[src/ige_cfg.svh]
// constants for the eight-bit i2c port expander
`ifndef IGE_CFG_SVH
`define IGE_CFG_SVH

`define IGE_ADDR_PREFIX 4'h4
`define IGE_RW_READ 1'b1

`define IGE_PTR_INPUT 2'h0
`define IGE_PTR_OUTPUT 2'h1
`define IGE_PTR_POLARITY 2'h2
`define IGE_PTR_DIRECTION 2'h3

`define IGE_OUT_RST 8'hFF
`define IGE_POL_RST 8'h00
`define IGE_DIR_RST 8'hFF
`define IGE_CAP_RST 8'hFF

`define IGE_APB_STATUS 8'h00
`define IGE_APB_MASK 8'h04
`define IGE_APB_VIEW 8'h08
`define IGE_APB_PINS 8'h0C

`define IGE_EV_W 2
`define IGE_EV_ALERT 0
`define IGE_EV_WRITE 1
`define IGE_MASK_RST 2'h0

`define IGE_SYNC_W 13
`define IGE_SYNC_RST 13'h1FFF
`define IGE_WARM_DONE 2'h3

`endif

[src/ige_pkg.sv]
// types shared by the port expander modules
`include "ige_cfg.svh"
package ige_pkg;

	typedef enum logic [2:0] {
		IGE_IDLE,
		IGE_ADDR,
		IGE_ACK,
		IGE_PTR,
		IGE_WR,
		IGE_RD,
		IGE_RACK
	} ige_fsm_e;

	typedef struct packed {
		ige_fsm_e fsm;
		ige_fsm_e ackNext;
		logic sclPrev;
		logic sdaPrev;
		logic [7:0] shift;
		logic [2:0] bitCnt;
		logic byteFull;
		logic rw;
		logic readMore;
		logic [1:0] ptr;
		logic sdaLow;
		logic [7:0] outReg;
		logic [7:0] polReg;
		logic [7:0] dirReg;
		logic [7:0] capRaw;
		logic [1:0] warm;
		logic alertOeN;
		logic [`IGE_EV_W-1:0] status;
		logic [`IGE_EV_W-1:0] mask;
		logic irq;
		logic pready;
		logic pslverr;
		logic [31:0] prdata;
	} ige_state_s;

endpackage

[src/ige_sync.sv]
// two-stage synchroniser for pins and the serial lines
`timescale 1ns/1ns
module ige_sync
	import ige_pkg::*;
#(
	parameter int WIDTH = 13,
	parameter logic [WIDTH-1:0] RST_VAL = '1
)
(
	input wire logic sys_clk,
	input wire logic rst,
	input wire logic ce,
	input wire logic [WIDTH-1:0] d,
	output logic [WIDTH-1:0] q
);

	typedef struct packed {
		logic [WIDTH-1:0] meta;
		logic [WIDTH-1:0] stable;
	} ige_sync_s;

	ige_sync_s st_r;
	ige_sync_s st_nxt;

	// first stage feeds only the second stage
	always_comb begin
		st_nxt = st_r;
		st_nxt.meta = d;
		st_nxt.stable = st_r.meta;
	end

	always_ff @(posedge sys_clk) begin
		if (rst) begin
			st_r.meta <= RST_VAL;
			st_r.stable <= RST_VAL;
		end else if (ce) begin
			st_r <= st_nxt;
		end
	end

	assign q = st_r.stable;

endmodule

[src/ige_top.sv]
// eight-bit i2c port expander with an apb side window for events
//
// The implementer's own choices: the APB slave port and the address map.
`timescale 1ns/1ns
`include "ige_cfg.svh"
module ige_top
	import ige_pkg::*;
(
	input wire logic sys_clk,
	input wire logic rst,
	input wire logic ce,
	input wire logic psel,
	input wire logic penable,
	input wire logic pwrite,
	input wire logic [7:0] paddr,
	input wire logic [31:0] pwdata,
	output logic [31:0] prdata,
	output logic pready,
	output logic pslverr,
	output logic irq,
	input wire logic sclIn,
	input wire logic sdaIn,
	output logic sdaOut,
	output logic sdaOeN,
	input wire logic addrStrap0,
	input wire logic addrStrap1,
	input wire logic addrStrap2,
	input wire logic [7:0] expanderPinsIn,
	output logic [7:0] expanderPinsOut,
	output logic [7:0] expanderPinsOeN,
	output logic alertOut,
	output logic alertOeN
);

	logic [`IGE_SYNC_W-1:0] syncIn;
	logic [`IGE_SYNC_W-1:0] syncOut;
	logic [7:0] pinsS;
	logic sclS;
	logic sdaS;
	logic [2:0] strapS;
	ige_state_s st_r;
	ige_state_s st_nxt;

	// every outside level, scl included, crosses into sys_clk here
	assign syncIn = {addrStrap2, addrStrap1, addrStrap0, sdaIn, sclIn, expanderPinsIn};

	ige_sync #(
		.WIDTH(`IGE_SYNC_W),
		.RST_VAL(`IGE_SYNC_RST)
	) uSync (
		.sys_clk(sys_clk),
		.rst(rst),
		.ce(ce),
		.d(syncIn),
		.q(syncOut)
	);

	assign pinsS = syncOut[7:0];
	assign sclS = syncOut[8];
	assign sdaS = syncOut[9];
	assign strapS = syncOut[12:10];

	// register selected by the pointer, for serial reads only; the apb view reads the registers directly
	function automatic logic [7:0] regRead(
		input logic [1:0] sel,
		input logic [7:0] inByte,
		input logic [7:0] outV,
		input logic [7:0] polV,
		input logic [7:0] dirV
	);
		case (sel)
			`IGE_PTR_INPUT: regRead = inByte;
			`IGE_PTR_OUTPUT: regRead = outV;
			`IGE_PTR_POLARITY: regRead = polV;
			default: regRead = dirV;
		endcase
	endfunction

	// reported input byte: raw level xor polarity bit
	function automatic logic [7:0] inReport(input logic [7:0] raw, input logic [7:0] polV);
		inReport = raw ^ polV;
	endfunction

	always_comb begin
		logic sclRise;
		logic sclFall;
		logic startCond;
		logic stopCond;
		logic doLoad;
		logic addrHit;
		logic alertNow;
		logic apbSetup;
		logic apbDone;
		logic [7:0] rdByte;
		logic [7:0] newCap;
		logic [`IGE_EV_W-1:0] setEv;
		logic [`IGE_EV_W-1:0] clrEv;
		sclRise = 1'b0;
		sclFall = 1'b0;
		startCond = 1'b0;
		stopCond = 1'b0;
		doLoad = 1'b0;
		addrHit = 1'b0;
		alertNow = 1'b0;
		apbSetup = 1'b0;
		apbDone = 1'b0;
		rdByte = 8'h00;
		newCap = 8'h00;
		setEv = '0;
		clrEv = '0;
		st_nxt = st_r;

		st_nxt.sclPrev = sclS;
		st_nxt.sdaPrev = sdaS;
		sclRise = sclS & ~st_r.sclPrev;
		sclFall = ~sclS & st_r.sclPrev;
		// sda moving while scl stays high frames a transfer
		startCond = sclS & st_r.sclPrev & st_r.sdaPrev & ~sdaS;
		stopCond = sclS & st_r.sclPrev & ~st_r.sdaPrev & sdaS;
		addrHit = (st_r.shift[7:1] == {`IGE_ADDR_PREFIX, strapS});

		// synchronised pins settle two cycles after reset before the first capture
		if (st_r.warm != `IGE_WARM_DONE) begin
			st_nxt.warm = st_r.warm + 2'h1;
			if (st_r.warm == 2'h2) begin
				st_nxt.capRaw = pinsS;
			end
		end

		if (startCond) begin
			st_nxt.fsm = IGE_ADDR;
			st_nxt.bitCnt = 3'h0;
			st_nxt.byteFull = 1'b0;
			st_nxt.sdaLow = 1'b0;
		end else if (stopCond) begin
			st_nxt.fsm = IGE_IDLE;
			st_nxt.sdaLow = 1'b0;
		end else begin
			case (st_r.fsm)
				IGE_IDLE: begin
					st_nxt.sdaLow = 1'b0;
				end
				IGE_ADDR, IGE_PTR, IGE_WR: begin
					if (sclRise) begin
						st_nxt.shift = {st_r.shift[6:0], sdaS};
						st_nxt.bitCnt = st_r.bitCnt + 3'h1;
						st_nxt.byteFull = (st_r.bitCnt == 3'h7);
					end else if (sclFall && st_r.byteFull) begin
						st_nxt.byteFull = 1'b0;
						st_nxt.sdaLow = 1'b1;
						st_nxt.fsm = IGE_ACK;
						if (st_r.fsm == IGE_ADDR) begin
							// other devices' transfers leave every register alone
							if (addrHit) begin
								st_nxt.rw = st_r.shift[0];
								st_nxt.ackNext = (st_r.shift[0] == `IGE_RW_READ) ? IGE_RD : IGE_PTR;
							end else begin
								st_nxt.sdaLow = 1'b0;
								st_nxt.fsm = IGE_IDLE;
							end
						end else if (st_r.fsm == IGE_PTR) begin
							st_nxt.ptr = st_r.shift[1:0];
							st_nxt.ackNext = IGE_WR;
						end else begin
							st_nxt.ackNext = IGE_WR;
							setEv[`IGE_EV_WRITE] = 1'b1;
							// input register is read only; a write to it is acked and dropped
							case (st_r.ptr)
								`IGE_PTR_OUTPUT: st_nxt.outReg = st_r.shift;
								`IGE_PTR_POLARITY: st_nxt.polReg = st_r.shift;
								`IGE_PTR_DIRECTION: st_nxt.dirReg = st_r.shift;
								default: setEv[`IGE_EV_WRITE] = 1'b0;
							endcase
						end
					end
				end
				IGE_ACK: begin
					if (sclFall) begin
						st_nxt.sdaLow = 1'b0;
						st_nxt.bitCnt = 3'h0;
						if (st_r.ackNext == IGE_RD) begin
							doLoad = 1'b1;
						end else begin
							st_nxt.fsm = st_r.ackNext;
						end
					end
				end
				IGE_RD: begin
					if (sclFall) begin
						if (st_r.bitCnt == 3'h7) begin
							st_nxt.sdaLow = 1'b0;
							st_nxt.fsm = IGE_RACK;
						end else begin
							st_nxt.shift = {st_r.shift[6:0], 1'b0};
							st_nxt.sdaLow = ~st_r.shift[6];
							st_nxt.bitCnt = st_r.bitCnt + 3'h1;
						end
					end
				end
				IGE_RACK: begin
					if (sclRise) begin
						st_nxt.readMore = ~sdaS;
					end else if (sclFall) begin
						st_nxt.bitCnt = 3'h0;
						if (st_r.readMore) begin
							doLoad = 1'b1;
						end else begin
							st_nxt.fsm = IGE_IDLE;
						end
					end
				end
				default: begin
					st_nxt.fsm = IGE_IDLE;
					st_nxt.sdaLow = 1'b0;
				end
			endcase
		end

		// reads keep the last pointer; an input read recaptures the pins,
		// which is what clears a pending alert at the acknowledge clock
		if (doLoad) begin
			newCap = st_r.capRaw;
			if (st_r.ptr == `IGE_PTR_INPUT) begin
				newCap = pinsS;
				st_nxt.capRaw = pinsS;
			end
			rdByte = regRead(st_r.ptr, inReport(newCap, st_r.polReg),
				st_r.outReg, st_r.polReg, st_r.dirReg);
			st_nxt.shift = rdByte;
			st_nxt.sdaLow = ~rdByte[7];
			st_nxt.fsm = IGE_RD;
		end

		// only direction-one pins can alert; outputs never do
		alertNow = (|((pinsS ^ st_nxt.capRaw) & st_r.dirReg)) & (st_r.warm == `IGE_WARM_DONE);
		st_nxt.alertOeN = ~alertNow;
		setEv[`IGE_EV_ALERT] = alertNow & st_r.alertOeN;

		// apb: answer one cycle after setup, writes and read clears at completion
		apbSetup = psel & ~penable;
		apbDone = psel & penable & st_r.pready;
		st_nxt.pready = apbSetup;
		if (apbSetup) begin
			st_nxt.pslverr = 1'b0;
			case (paddr)
				`IGE_APB_STATUS: st_nxt.prdata = {30'h0, st_r.status};
				`IGE_APB_MASK: st_nxt.prdata = {30'h0, st_r.mask};
				`IGE_APB_VIEW: st_nxt.prdata = {st_r.dirReg, st_r.polReg, st_r.outReg,
					inReport(st_r.capRaw, st_r.polReg)};
				`IGE_APB_PINS: st_nxt.prdata = {20'h0, ~st_r.alertOeN, strapS, pinsS};
				default: begin
					st_nxt.prdata = 32'h0;
					st_nxt.pslverr = 1'b1;
				end
			endcase
		end
		if (apbDone) begin
			if (pwrite && paddr == `IGE_APB_MASK) begin
				st_nxt.mask = pwdata[`IGE_EV_W-1:0];
			end
			// clear only what this read returned, so nothing unseen is lost
			if (!pwrite && paddr == `IGE_APB_STATUS) begin
				clrEv = st_r.prdata[`IGE_EV_W-1:0];
			end
		end
		st_nxt.status = (st_r.status & ~clrEv) | setEv;
		st_nxt.irq = |(st_nxt.status & st_nxt.mask);
	end

	always_ff @(posedge sys_clk) begin
		if (rst) begin
			st_r <= '0;
			st_r.fsm <= IGE_IDLE;
			st_r.ackNext <= IGE_IDLE;
			st_r.sclPrev <= 1'b1;
			st_r.sdaPrev <= 1'b1;
			st_r.outReg <= `IGE_OUT_RST;
			st_r.polReg <= `IGE_POL_RST;
			st_r.dirReg <= `IGE_DIR_RST;
			st_r.capRaw <= `IGE_CAP_RST;
			st_r.alertOeN <= 1'b1;
			st_r.mask <= `IGE_MASK_RST;
		end else if (ce) begin
			st_r <= st_nxt;
		end
	end

	assign prdata = st_r.prdata;
	assign pready = st_r.pready;
	assign pslverr = st_r.pslverr;
	assign irq = st_r.irq;
	assign sdaOut = st_r.rw & 1'b0;
	assign sdaOeN = ~st_r.sdaLow;
	assign expanderPinsOut = st_r.outReg;
	assign expanderPinsOeN = st_r.dirReg;
	assign alertOut = st_r.ptr[0] & 1'b0;
	assign alertOeN = st_r.alertOeN;

endmodule

[config.mk]
export PLATFORM = sky130hd
export DESIGN_NAME = ige_top
export DESIGN_NICKNAME = d
export VERILOG_FILES = /design/src/ige_pkg.sv /design/src/ige_sync.sv /design/src/ige_top.sv
export VERILOG_INCLUDE_DIRS = /design/src
export SDC_FILE = /design/constraint.sdc
export NUM_CORES = 1
export LEC_CHECK = 0
export BUFFER_PORTS_ARGS = -buffer_cell sky130_fd_sc_hd__buf_2
export CAP_MARGIN = 20
export CORE_MARGIN = 8
export CORE_UTILIZATION = 45
export DETAILED_ROUTE_END_ITERATION = 10
export PLACE_DENSITY = 0.65
export SLEW_MARGIN = 30
export SYNTH_ARGS = -nofsm -noshare
export SYNTH_HDL_FRONTEND = slang
export SYNTH_HIERARCHICAL = 1
export SYNTH_SLANG_ARGS = --single-unit
export TNS_END_PERCENT = 20
[constraint.sdc]
create_clock -name sys_clk -period 4.4 [get_ports sys_clk]
set_input_delay 0.88 -clock sys_clk [delete_from_list [all_inputs] [get_ports sys_clk]]
set_output_delay 0.88 -clock sys_clk [all_outputs]
set_load 0.05 [all_outputs]
==> impl_metrics.tcl <==
set metrics [dict create \
    grtUsageTotal_pct 17.5 \
    fin_tns_setup_ps 0 \
    dpl.cell_count 886 \
    hold_buffers 0 \
    port_buffers 81 \
    fp-row-count 43 \
    drtIter0Drc 361 \
    cp_slowest_cell "clkinv_1" \
    ys_seq_area_share_pct 38.4 \
    area_growth_pct 9.93 \
    vdd_drop_max_uv 355 \
    finalCriticalPeriod_ps 2600 \
    clk_pin_slew_worst_paths_ps 50 \
    place.gp.congestion 0.824 \
    post_cts_buffers 0 \
    cts_max_path_buffers 2 \
    root_buffer "clkbuf_16" \
    finalNetCount 788 \
    final_common_cell "dfxtp_1" \
    rsz0062_at_grt "no" \
    dpl.hpwl_um 11300 \
    hp-class "flop to flop" \
    dieArea_mm2 0.0184 \
    wl_met3_um 1060 \
    p_leak_uw 0.00280 \
    synth_ff_type "dfxtp_1" \
    synth_cell_types 70 \
    critical_path.cell_chain "buf_2 -> clkinv_1 -> a32o_2" \
    hold_slack_ps 457 \
    met2_length_um 7160 \
    required_ps 4700 \
    io_pins 114 \
    top_layer "met4" \
    antenna_found_initial 0 \
    avgSynthCellArea_um2 9.00 \
    slew_viol_final 0 \
    h-tree-depth 4 \
    cts_resized 0 \
    synth-edff-count 0 \
    start_util_pct 46.4 \
    die_w_um 136 \
    cts_sinks 124 \
    antenna_cells 0 \
    skew_ps 6.54 \
    ant_nets 0 \
    max_cap_viol_count 0 \
    critical_path_buf_inv_count 2 \
    cts_tree "yes" \
    overflow 0 \
    cp-start-kind "primary input" \
    path_max_fanout 41 \
    worst_slew_pin_slew_ps 895 \
    power.density_mw_per_mm2 402 \
    end_kind "flop" \
    cts_made_buffers 17 \
    fp.dieH_um 136 \
    wl_per_cell_um 17.1 \
    layout_common_cells "dfxtp_1 (124), buf_2 (81), nand2_1 (75)" \
    synth_cells 718 \
    setup_viol 0 \
    crit_path_max_incr_delay_ps 900 \
    core_area_mm2 0.0139 \
    wl_met1_um 7190 \
    dr_total_vias 5102 \
    fin_cells 918 \
    grt_max_degree 60 \
    synth_seq_cells 124 \
    drtPass1Iterations 5 \
    drive_gt1_share_pct 19.1 \
    async_flop_share_pct 0 \
    critPathKind "primary input to flop" \
    crit_arrival_ps 2910 \
    fin_crit_sh_pct 59.1 \
    drc_errors 0 \
    grt_pass1_wl_um 25800 \
    hold_viol 0 \
    wl_um 15700 \
    grt_pass1_vias 5136 \
    crit_family "buffers and inverters" \
    clk_latency_ps 420 \
    max_freq_ghz 0.384 \
    syn_area_mm2 0.00646 \
    slew_headroom_pct 40.3 \
    vias_per_cell 5.56 \
    yosysWarningCount 6 \
    status "completed" \
]
[final cells by class]
| cell class | instances | area (um2) |
|---|---|---|
| fill | 1281 | 6830 |
| timing repair buffer | 86 | 443 |
| clock inverter | 12 | 195 |
| multi-input combinational | 488 | 3290 |
| clock buffer | 20 | 437 |
| inverter | 8 | 30.0 |
| tap | 180 | 225 |
| sequential | 124 | 2480 |
[sequential cells by signal (all words and copies together) (netlist names), 8 cells and up]
name and count:
expanderPinsOeN 8, uSync/st_nxt 13, uSync/q 13, expanderPinsOut 8, st_r 46, prdata 32
[routing by layer]
metal,track usage (%),vias to the layer above
met5,0,-
met4,7.83,0
met3,5.02,26
met2,27.4,162
met1,21.9,2415
li1,-,2499
[stage by stage]
stage | setup WS [ps] | cell area, um2 | total power [uW] | util [%]
floorplan | 2170 | 6460 | 1340 | -
global placement | 1510 | 6470 | 1380 | 46.4
detailed placement | 1410 | 6470 | 1380 | 46.4
CTS | 1820 | 7100 | 2880 | 51.0
global route | 1530 | 7100 | 2950 | 51.0
finish | 1800 | 7100 | 2850 | 51.0
[logic make-up (layout without fill, tap and decap cells)]
family,after synthesis,count (layout),synth area share (%)
other,1,2,0.0580
adders and majority gates,4,4,0.775
and+or+nand+nor,251,251,19.9
AOI/OAI and AO/OA,153,153,18.0
buffers and inverters,107,126,10.7
muxes,47,47,7.90
DFF,124,124,38.4
xor gates and xnor gates,31,31,4.20
[power breakdown]
group          internal (uW)  switching [uW]  leakage (uW)
Combinational           75.3             107       0.00148
Clock                   1000             493      0.000308
Sequential              1150            28.4       0.00101
Total                   2230             628       0.00280
[final timing paths]
kind                   start  slack, ps  cells past startpoint    endpoint
max                      rst       1800                      3    st_r[97]
min          uSync/st_nxt[5]        460                      1  uSync/q[5]
max reg2reg         st_r[96]       1870                      5    st_r[98]
min reg2reg  uSync/st_nxt[5]        460                      1  uSync/q[5]
[synth_stat cells, types with 4 or more instances]
library cell	n	area, um2
o211ai_1	11	82.6
a211oi_1	4	30.0
xor2_1	12	105
dfxtp_1	124	2480
nor2_1	65	244
a211o_1	27	236
a311oi_1	10	87.6
nand2b_1	15	93.8
nand4_1	4	25.0
a21oi_1	21	105
inv_1	8	30.0
and3b_1	4	35.0
o21ai_0	19	95.1
a22oi_1	37	278
mux2i_1	39	390
buf_2	10	50.1
ha_1	4	50.1
nor2b_1	30	188
nand3_1	19	95.1
nand2_1	75	282
buf_6	6	67.6
nand3b_1	5	37.5
xnor2_1	19	166
and3_1	5	31.3
mux2_2	4	45.0
clkbuf_1	26	97.6
buf_4	54	405
Note: power is estimated with default switching activity, not from simulation.
